===== src/design/seqref_pkg.sv =====
package seqref_pkg;

    // ------------------------------------------------------------
    // Bus and register map
    // ------------------------------------------------------------
    localparam int ADDR_W = 8;
    localparam int DATA_W = 32;
    localparam int REG_W = 16;
    localparam logic [ADDR_W-1:0] OFS_SEQ_CFG = 8'h00;
    localparam logic [ADDR_W-1:0] OFS_REF_CM = 8'h04;
    localparam logic [ADDR_W-1:0] OFS_CTRL = 8'h08;
    localparam logic [ADDR_W-1:0] OFS_STATUS = 8'h0c;

    // ------------------------------------------------------------
    // Reset values and sequencer write mask
    // ------------------------------------------------------------
    localparam logic [REG_W-1:0] SEQ_CFG_RST = 16'h0000;
    localparam logic [REG_W-1:0] REF_CM_RST = 16'h0000;
    localparam logic [REG_W-1:0] SEQ_WR_MASK = 16'hfff3;

    // ------------------------------------------------------------
    // Sequencer and FIFO configuration fields
    // ------------------------------------------------------------
    localparam int CH_W = 2;
    localparam int SLOT1_LSB = 10;
    localparam int SLOT2_LSB = 8;
    localparam int SLOT3_LSB = 6;
    localparam int SLOT4_LSB = 4;
    localparam int POS_LSB = 2;
    localparam int DEPTH_LSB = 0;

    // ------------------------------------------------------------
    // Reference and common-mode fields
    // ------------------------------------------------------------
    localparam int SIDE_W = 4;
    localparam int COMMON_B_LSB = 12;
    localparam int COMMON_A_LSB = 8;
    localparam int REFB_LSB = 4;
    localparam int REFA_LSB = 0;
    localparam int DIFF_PAIR0_BIT = 0;
    localparam int DIFF_PAIR1_BIT = 3;

    // ------------------------------------------------------------
    // Control register fields
    // ------------------------------------------------------------
    localparam int CTRL_W = 5;
    localparam int CTRL_FIFO_EN = 0;
    localparam int CTRL_LEN_LSB = 1;
    localparam int CTRL_PSEUDO = 3;
    localparam int CTRL_AUTO = 4;
    localparam logic [CTRL_W-1:0] CTRL_RST = 5'h00;

    // ------------------------------------------------------------
    // Counts
    // ------------------------------------------------------------
    localparam int FILL_W = 3;
    localparam logic [CH_W-1:0] POS_FIRST = 2'h0;
    localparam logic [CH_W-1:0] POS_STEP = 2'h1;
    localparam logic [CH_W-1:0] LEN_OFF = 2'h0;
    localparam logic [FILL_W-1:0] FILL_STEP = 3'h1;

    // ------------------------------------------------------------
    // Carriers
    // ------------------------------------------------------------
    typedef struct packed {
        logic psel;
        logic penable;
        logic pwrite;
        logic [ADDR_W-1:0] paddr;
        logic [DATA_W-1:0] pwdata;
    } apb_req_t;

    typedef struct packed {
        logic [SIDE_W-1:0] common_src;
        logic [SIDE_W-1:0] ref_sel;
        logic [CH_W-1:0] channel;
        logic pseudo_diff;
    } route_in_t;

    typedef struct packed {
        logic prev;
    } edge_state_t;

endpackage


===== src/design/seq_fifo_ref_common_mode_select_config.sv =====
// Register access over APB and the address map were decided locally.
module seq_fifo_ref_common_mode_select_config
    import seqref_pkg::*;
(
    input wire logic CLK_SYS,
    input wire logic RST,
    input wire logic PSEL,
    input wire logic PENABLE,
    input wire logic PWRITE,
    input wire logic [seqref_pkg::ADDR_W-1:0] PADDR,
    input wire logic [seqref_pkg::DATA_W-1:0] PWDATA,
    output logic [seqref_pkg::DATA_W-1:0] PRDATA,
    output logic PREADY,
    output logic PSLVERR,
    input wire logic CONVERT_START,
    output logic [seqref_pkg::CH_W-1:0] MUX_PAIR,
    output logic NEG_A_INTERNAL,
    output logic NEG_B_INTERNAL,
    output logic REF_A_OUTPUT_TWO,
    output logic REF_B_OUTPUT_TWO,
    output logic [seqref_pkg::CH_W-1:0] FIFO_DEPTH,
    output logic [seqref_pkg::FILL_W-1:0] FIFO_FILL,
    output logic FIFO_DISCARD
);
    import seqref_pkg::*;

    // ------------------------------------------------------------
    // State
    // ------------------------------------------------------------
    typedef struct packed {
        logic [REG_W-1:0] seq_cfg;
        logic [REG_W-1:0] ref_cm;
        logic [CTRL_W-1:0] ctrl;
        logic [CH_W-1:0] position;
        logic [CH_W-1:0] channel;
        logic [CH_W-1:0] depth;
        logic [FILL_W-1:0] fill;
        logic discard;
        logic neg_a;
        logic neg_b;
        logic ref_a;
        logic ref_b;
        logic pready;
        logic pslverr;
        logic [DATA_W-1:0] prdata;
    } cfg_state_t;

    cfg_state_t state_r;
    cfg_state_t state_nxt;
    apb_req_t req;
    route_in_t route_a;
    route_in_t route_b;
    logic conv_rise;
    logic neg_a_w;
    logic neg_b_w;
    logic ref_a_w;
    logic ref_b_w;
    logic seq_active;
    logic fifo_on;
    logic [CH_W-1:0] seq_len;
    logic [FILL_W-1:0] fill_full;
    logic wr_hit;
    logic rd_setup;

    // ------------------------------------------------------------
    // Bus bundle
    // ------------------------------------------------------------
    assign req.psel = PSEL;
    assign req.penable = PENABLE;
    assign req.pwrite = PWRITE;
    assign req.paddr = PADDR;
    assign req.pwdata = PWDATA;

    // ------------------------------------------------------------
    // Conversion start edge
    // ------------------------------------------------------------
    rise_detect u_conv_edge (
        .clk(CLK_SYS),
        .rst(RST),
        .level(CONVERT_START),
        .rise(conv_rise)
    );

    // ------------------------------------------------------------
    // Negative input and reference routing per converter
    // ------------------------------------------------------------
    // Fed from registered state so no loop through the next value
    assign route_a.common_src = state_r.ref_cm[COMMON_A_LSB +: SIDE_W];
    assign route_a.ref_sel = state_r.ref_cm[REFA_LSB +: SIDE_W];
    assign route_a.channel = state_r.channel;
    assign route_a.pseudo_diff = state_r.ctrl[CTRL_PSEUDO];
    assign route_b.common_src = state_r.ref_cm[COMMON_B_LSB +: SIDE_W];
    assign route_b.ref_sel = state_r.ref_cm[REFB_LSB +: SIDE_W];
    assign route_b.channel = state_r.channel;
    assign route_b.pseudo_diff = state_r.ctrl[CTRL_PSEUDO];

    side_route u_route_a (
        .cfg(route_a),
        .neg_internal(neg_a_w),
        .ref_two(ref_a_w)
    );

    side_route u_route_b (
        .cfg(route_b),
        .neg_internal(neg_b_w),
        .ref_two(ref_b_w)
    );

    // ------------------------------------------------------------
    // Mode decode from registered configuration
    // ------------------------------------------------------------
    assign seq_len = state_r.ctrl[CTRL_LEN_LSB +: CH_W];
    assign seq_active = state_r.ctrl[CTRL_AUTO]
        & state_r.ctrl[CTRL_PSEUDO]
        & (seq_len != LEN_OFF);
    assign fifo_on = state_r.ctrl[CTRL_FIFO_EN];
    // Full when fill reaches depth code plus one
    assign fill_full = {1'b0, state_r.depth} + FILL_STEP;
    assign wr_hit = req.psel & req.penable & state_r.pready & req.pwrite;
    assign rd_setup = req.psel & ~req.penable;

    // Channel of a slot position
    function automatic logic [CH_W-1:0] slot_channel(
        input logic [REG_W-1:0] cfg,
        input logic [CH_W-1:0] pos
    );
        logic [CH_W-1:0] ch;
        ch = cfg[SLOT1_LSB +: CH_W];
        case (pos)
            2'h1: ch = cfg[SLOT2_LSB +: CH_W];
            2'h2: ch = cfg[SLOT3_LSB +: CH_W];
            2'h3: ch = cfg[SLOT4_LSB +: CH_W];
            default: ch = cfg[SLOT1_LSB +: CH_W];
        endcase
        return ch;
    endfunction

    // Read view of one register
    function automatic logic [DATA_W-1:0] read_view(
        input cfg_state_t s,
        input logic [ADDR_W-1:0] addr
    );
        logic [DATA_W-1:0] v;
        v = '0;
        if (addr == OFS_SEQ_CFG) begin
            v[REG_W-1:0] = s.seq_cfg;
            v[POS_LSB +: CH_W] = s.position;
        end else if (addr == OFS_REF_CM) begin
            v[REG_W-1:0] = s.ref_cm;
        end else if (addr == OFS_CTRL) begin
            v[CTRL_W-1:0] = s.ctrl;
        end else if (addr == OFS_STATUS) begin
            v[FILL_W-1:0] = s.fill;
        end
        return v;
    endfunction

    // Address in map
    function automatic logic mapped(input logic [ADDR_W-1:0] addr);
        logic hit;
        hit = 1'b0;
        if (addr == OFS_SEQ_CFG) begin
            hit = 1'b1;
        end else if (addr == OFS_REF_CM) begin
            hit = 1'b1;
        end else if (addr == OFS_CTRL) begin
            hit = 1'b1;
        end else if (addr == OFS_STATUS) begin
            hit = 1'b1;
        end
        return hit;
    endfunction

    // ------------------------------------------------------------
    // Next state
    // ------------------------------------------------------------
    always_comb begin
        state_nxt = state_r;
        state_nxt.discard = 1'b0;

        // APB: answer in the first access cycle, no wait states
        state_nxt.pready = 1'b0;
        state_nxt.pslverr = 1'b0;
        if (rd_setup) begin
            state_nxt.pready = 1'b1;
            state_nxt.pslverr = ~mapped(req.paddr);
            state_nxt.prdata = req.pwrite ? '0
                : read_view(state_r, req.paddr);
        end else if (req.psel & req.penable & state_r.pready) begin
            state_nxt.prdata = '0;
        end

        // Register writes; status register and bad offsets ignore them
        if (wr_hit) begin
            if (req.paddr == OFS_SEQ_CFG) begin
                // Position bits masked out of the stored copy
                state_nxt.seq_cfg = req.pwdata[REG_W-1:0]
                    & SEQ_WR_MASK;
            end else if (req.paddr == OFS_REF_CM) begin
                // Order against the sequencer write is the host's duty
                state_nxt.ref_cm = req.pwdata[REG_W-1:0];
            end else if (req.paddr == OFS_CTRL) begin
                state_nxt.ctrl = req.pwdata[CTRL_W-1:0];
            end
        end

        // Sequencer position: steps on each start, else parks on slot one
        if (!seq_active) begin
            state_nxt.position = POS_FIRST;
        end else if (conv_rise) begin
            if (state_r.position >= seq_len) begin
                state_nxt.position = POS_FIRST;
            end else begin
                state_nxt.position = state_r.position + POS_STEP;
            end
        end

        // Input pair for the next conversion
        if (seq_active) begin
            state_nxt.channel = slot_channel(state_r.seq_cfg,
                state_nxt.position);
        end else begin
            state_nxt.channel = state_r.seq_cfg[SLOT1_LSB +: CH_W];
        end

        // FIFO depth applies only while enabled
        if (fifo_on) begin
            state_nxt.depth = state_r.seq_cfg[DEPTH_LSB +: CH_W];
        end else begin
            state_nxt.depth = '0;
        end

        // Fill count; a full FIFO drops its oldest entry instead
        if (!fifo_on) begin
            state_nxt.fill = '0;
        end else if (state_r.fill > fill_full) begin
            // Depth lowered under a fuller FIFO
            state_nxt.fill = fill_full;
        end else if (conv_rise) begin
            if (state_r.fill == fill_full) begin
                state_nxt.discard = 1'b1;
            end else begin
                state_nxt.fill = state_r.fill + FILL_STEP;
            end
        end

        // Routing outputs, one cycle behind configuration
        state_nxt.neg_a = neg_a_w;
        state_nxt.neg_b = neg_b_w;
        state_nxt.ref_a = ref_a_w;
        state_nxt.ref_b = ref_b_w;
    end

    // ------------------------------------------------------------
    // State register
    // ------------------------------------------------------------
    always_ff @(posedge CLK_SYS or posedge RST) begin
        if (RST) begin
            state_r <= '0;
            state_r.seq_cfg <= SEQ_CFG_RST;
            state_r.ref_cm <= REF_CM_RST;
            state_r.ctrl <= CTRL_RST;
        end else begin
            state_r <= state_nxt;
        end
    end

    // ------------------------------------------------------------
    // Outputs straight from flip-flops
    // ------------------------------------------------------------
    assign PRDATA = state_r.prdata;
    assign PREADY = state_r.pready;
    assign PSLVERR = state_r.pslverr;
    assign MUX_PAIR = state_r.channel;
    assign NEG_A_INTERNAL = state_r.neg_a;
    assign NEG_B_INTERNAL = state_r.neg_b;
    assign REF_A_OUTPUT_TWO = state_r.ref_a;
    assign REF_B_OUTPUT_TWO = state_r.ref_b;
    assign FIFO_DEPTH = state_r.depth;
    assign FIFO_FILL = state_r.fill;
    assign FIFO_DISCARD = state_r.discard;
endmodule // seq_fifo_ref_common_mode_select_config


===== src/design/rise_detect.sv =====
module rise_detect
    import seqref_pkg::*;
(
    input wire logic clk,
    input wire logic rst,
    input wire logic level,
    output logic rise
);
    edge_state_t state_r;
    edge_state_t state_nxt;

    // Remember last level
    always_comb begin
        state_nxt = state_r;
        state_nxt.prev = level;
    end

    always_ff @(posedge clk or posedge rst) begin
        if (rst) begin
            state_r <= '0;
        end else begin
            state_r <= state_nxt;
        end
    end

    // A level held high gives one pulse only
    assign rise = level & ~state_r.prev;
endmodule // rise_detect


===== src/design/side_route.sv =====
module side_route
    import seqref_pkg::*;
(
    input route_in_t cfg,
    output logic neg_internal,
    output logic ref_two
);
    logic [1:0] pick;

    // Choose which channel bit governs the selected input
    always_comb begin
        pick = cfg.channel;
        neg_internal = 1'b0;
        ref_two = 1'b0;
        if (cfg.pseudo_diff) begin
            neg_internal = cfg.common_src[pick];
            ref_two = cfg.ref_sel[pick];
        end else begin
            // Fully differential: only pairs 0 and 1 exist
            if (cfg.channel[0]) begin
                ref_two = cfg.ref_sel[DIFF_PAIR1_BIT];
            end else begin
                ref_two = cfg.ref_sel[DIFF_PAIR0_BIT];
            end
        end
    end
endmodule // side_route


===== config.mk =====
export PLATFORM = sky130hd
export DESIGN_NAME = seq_fifo_ref_common_mode_select_config
export DESIGN_NICKNAME = d
export VERILOG_FILES = /design/src/design/seqref_pkg.sv /design/src/design/seq_fifo_ref_common_mode_select_config.sv /design/src/design/rise_detect.sv /design/src/design/side_route.sv
export SDC_FILE = /design/constraint.sdc
export NUM_CORES = 1
export LEC_CHECK = 0
export BUFFER_PORTS_ARGS = -buffer_cell sky130_fd_sc_hd__buf_2
export CAP_MARGIN = 10
export CORE_AREA = 2 2 89 91
export CTS_BUF_LIST = sky130_fd_sc_hd__clkbuf_4
export DETAILED_ROUTE_END_ITERATION = 10
export DIE_AREA = 0 0 91 93
export GPL_TIMING_DRIVEN = 0
export PLACE_DENSITY = 0.8
export SYNTH_ARGS = -nofsm -noshare
export SYNTH_HDL_FRONTEND = slang
export SYNTH_HIERARCHICAL = 1
export SYNTH_SLANG_ARGS = --single-unit

===== constraint.sdc =====
create_clock -name CLK_SYS -period 1.85 [get_ports CLK_SYS]
set_input_delay 0.0925 -clock CLK_SYS [delete_from_list [all_inputs] [get_ports CLK_SYS]]
set_output_delay 0.0925 -clock CLK_SYS [all_outputs]
set_load 0.05 [all_outputs]

==> results.sh <==
export IMPL_status="finished clean"
export IMPL_p_int_mw=2.44
export IMPL_r2r_start="FIFO_DEPTH[1]"
export IMPL_fmax_mhz=548
export IMPL_fin_worst_skew_ps=13.2
export IMPL_top_layer="met4"
export IMPL_multi_input_area_um2=1610
export IMPL_ys_warn_count=6
export IMPL_wirelength_um=7680
export IMPL_ir_drop_mv=0.456
export IMPL_synthDistinctLibCells=47
export IMPL_grt_usage=0.193
export IMPL_routedWlPerCell_um=15.0
export IMPL_crit_required_ps=2150
export IMPL_via_per_inst=5.05
export IMPL_avgSynthCellArea_um2=12.2
export IMPL_critPathArrivalTime_ps=2120
export IMPL_root_buffer="clkbuf_4"
export IMPL_regArea_um2=1700
export IMPL_grt_setup_unrepaired="yes"
export IMPL_worstMarginPinSlew_ps=567
export IMPL_antenna_found_initial=0
export IMPL_switching_share=0.226
export IMPL_critical_path_class="flip-flop to flip-flop"
export IMPL_pwr_share_seq=0.476
export IMPL_whs_ps=40.6
export IMPL_grt_pass1_vias=2533
export IMPL_die_height_um=93
export IMPL_drive_above_1_share=0.467
export IMPL_combPwrFrac=0.088
export IMPL_leakage_nw=2.43
export IMPL_grt_first_pass_wirelength_um=12800
export IMPL_hold_start="PADDR[3]"
export IMPL_drv_slew=0
export IMPL_synth_common_cells="dfrtp_1, buf_4, mux2_2, a221o_1, mux2_4"
export IMPL_vias=2589
export IMPL_dr_wl_met2_um=3780
export IMPL_cts_buffers=9
export IMPL_setup_violations=0
export IMPL_max_slew_margin=0.621
export IMPL_cts_clk_slew_worst_paths_ps=120
export IMPL_die_x_um=91
export IMPL_nets=459
export IMPL_synth_area_leaders="dfrtp_1, buf_4, mux2_2, mux2_4, a221o_1"
export IMPL_p_clk_frac=0.436
export IMPL_yosysMostFrequentCell="dfrtp_1"
export IMPL_fillers=594
export IMPL_final_hold_viol_count=0
export IMPL_yosys_area_top_type_share=0.468
export IMPL_min_period_over_period=0.986
export IMPL_grt_overflow=0
export IMPL_rows=32
export IMPL_cp_max_fo=4
export IMPL_cts_sinks=68
export IMPL_drv_cap=0
export IMPL_met1_length_um=3230
export IMPL_synth_largest_area_cell="dfrtp_1"
export IMPL_start_util=0.483
export IMPL_synthArstFlopShare=1.00
export IMPL_antennaDiodeCount=0
export IMPL_startpoint_type="flip-flop"
export IMPL_post_synth_inst_count=298
export IMPL_ys_dominant_reg_cell="dfrtp_1"
export IMPL_synth_edf_count=0
export IMPL_clkLatencyLatePin_ps=410
export IMPL_drt_iter0_markers=151
export IMPL_final_core_util=0.618
export IMPL_area_delta_synth_final_pct=27.9
export IMPL_gp_congestion=0.935
export IMPL_ios=92
export IMPL_post_dp_hpwl_um=5470
export IMPL_power_density_nw_per_um2=676
export IMPL_synth_seq_cells=68
export IMPL_cts_tree="done"
export IMPL_firstDrtPassIters=4
export IMPL_final_min_clock_period_ps=1820
export IMPL_dieArea_um2=8460
export IMPL_grt_start_max_net_pins=43
export IMPL_ant_nets=0
export IMPL_postLayoutCellArea_um2=4650
export IMPL_drc=0
export IMPL_synth_seq_area_share=0.468
export IMPL_synth_area_um2=3640
export IMPL_place_area_um2=4130
export IMPL_hp_class="input pin to flip-flop"
export IMPL_end_kind="flip-flop"
export IMPL_io_buffers=57
export IMPL_htree_levels=3
export IMPL_cp_startpoint="FIFO_DEPTH[1]"
export IMPL_cts_path_max_buffers=2
export IMPL_core_um2=7530
export IMPL_p_sw_uw=710
export IMPL_wl_met3_um=526
[sequential cells by signal (all words and copies together) (netlist names), 2 cells and up]
name	flops
FIFO_FILL	3
seq_len	2
MUX_PAIR	2
PRDATA	16
route_b	8
route_a	9
FIFO_DEPTH	2
state_r	17
[cell usage in the layout, fill, tap and decap left out, types with 3 or more instances in the layout]
cell type	instances
a21oi_1	4
nand3_1	5
conb_1	16
a22oi_1	3
nand4b_1	3
buf_12	3
inv_1	12
nand2_1	8
buf_2	59
clkbuf_2	4
a221o_1	16
dlygate4sd3_1	20
ha_1	5
nor2_1	12
mux2_2	23
buf_4	45
bufinv_16	4
clkbuf_4	10
and2_1	13
mux4_2	4
dfrtp_1	67
a211oi_2	3
nor2b_1	3
mux2_4	15
and2_2	3
[metal layers]
metal	vias up	track usage
met5	-	0
met4	0	0.0745
met3	15	0.0338
met2	106	0.313
met1	1235	0.260
li1	1233	-
[cells by family (layout without fill, tap and decap cells)]
family,Yosys count,count (layout),synth area share
XOR/XNOR,4,4,0.00964
buffers and inverters,66,164,0.126
AND/OR/NAND/NOR,62,62,0.103
multiplexers,46,46,0.170
other,1,16,0.00103
adder cells (fa/ha/maj),7,7,0.0241
flip-flops,68,68,0.468
AO/OA/AOI/OAI,44,44,0.0988
[power by group through the flow]
stage / clock network, mW / logic, mW / registers (mW)
floorplan: 0 / 0.167 / 1.53
global placement: 0 / 0.235 / 1.53
detailed placement: 0 / 0.244 / 1.53
CTS: 1.39 / 0.277 / 1.50
global route: 1.46 / 0.300 / 1.50
finish: 1.37 / 0.277 / 1.50
[worst paths after layout]
path	endpoint	slack [ps]	cells after the start
max in group asynchronous	FIFO_DEPTH[1]	940	4
min reg2reg	PRDATA[4]	500	2
min	PRDATA[4]	40	4
max reg2reg	FIFO_FILL[1]	30	7
max	FIFO_FILL[1]	30	7
min in group asynchronous	u_conv_edge/state_r	80	3
[stage by stage]
step                setup TNS (ps)  worst slack, ps  std cells  total power, mW
floorplan                     -358            -24.0        313             1.70
global placement            -46410             -674        472             1.76
detailed placement           -1730             -233        473             1.77
CTS                              0             2.46        509             3.17
global route                 -39.2            -39.2        513             3.26
finish                           0             26.0        513             3.15
[layout make-up]
class,count,share of cell area
Buffer,51,0.0874
Timing Repair Buffer,83,0.117
Clock inverter,6,0.0293
Sequential cell,68,0.366
Multi-Input combinational cell,179,0.346
Clock buffer,10,0.0161
Inverter,14,0.0113
Tap cell,102,0.0274
[worst max-delay path: stages (launching register included)]
cell and delay, ps:
dfrtp_1 430, ha_4 280, inv_2 40, ha_4 260, nor2b_4 150, o21ai_4 70, a21o_1 210, a311oi_2 300
[timing repair]
item                                    4_1_cts  5_1_grt
setup buffers                                 1        4
hold endpoints to repair                     63        0
hold buffers                                 20        0
gates resized for setup                       9       16
pin swaps                                     3        5
endpoints found under the setup margin       10       18
(Power assumes the default switching activity.)
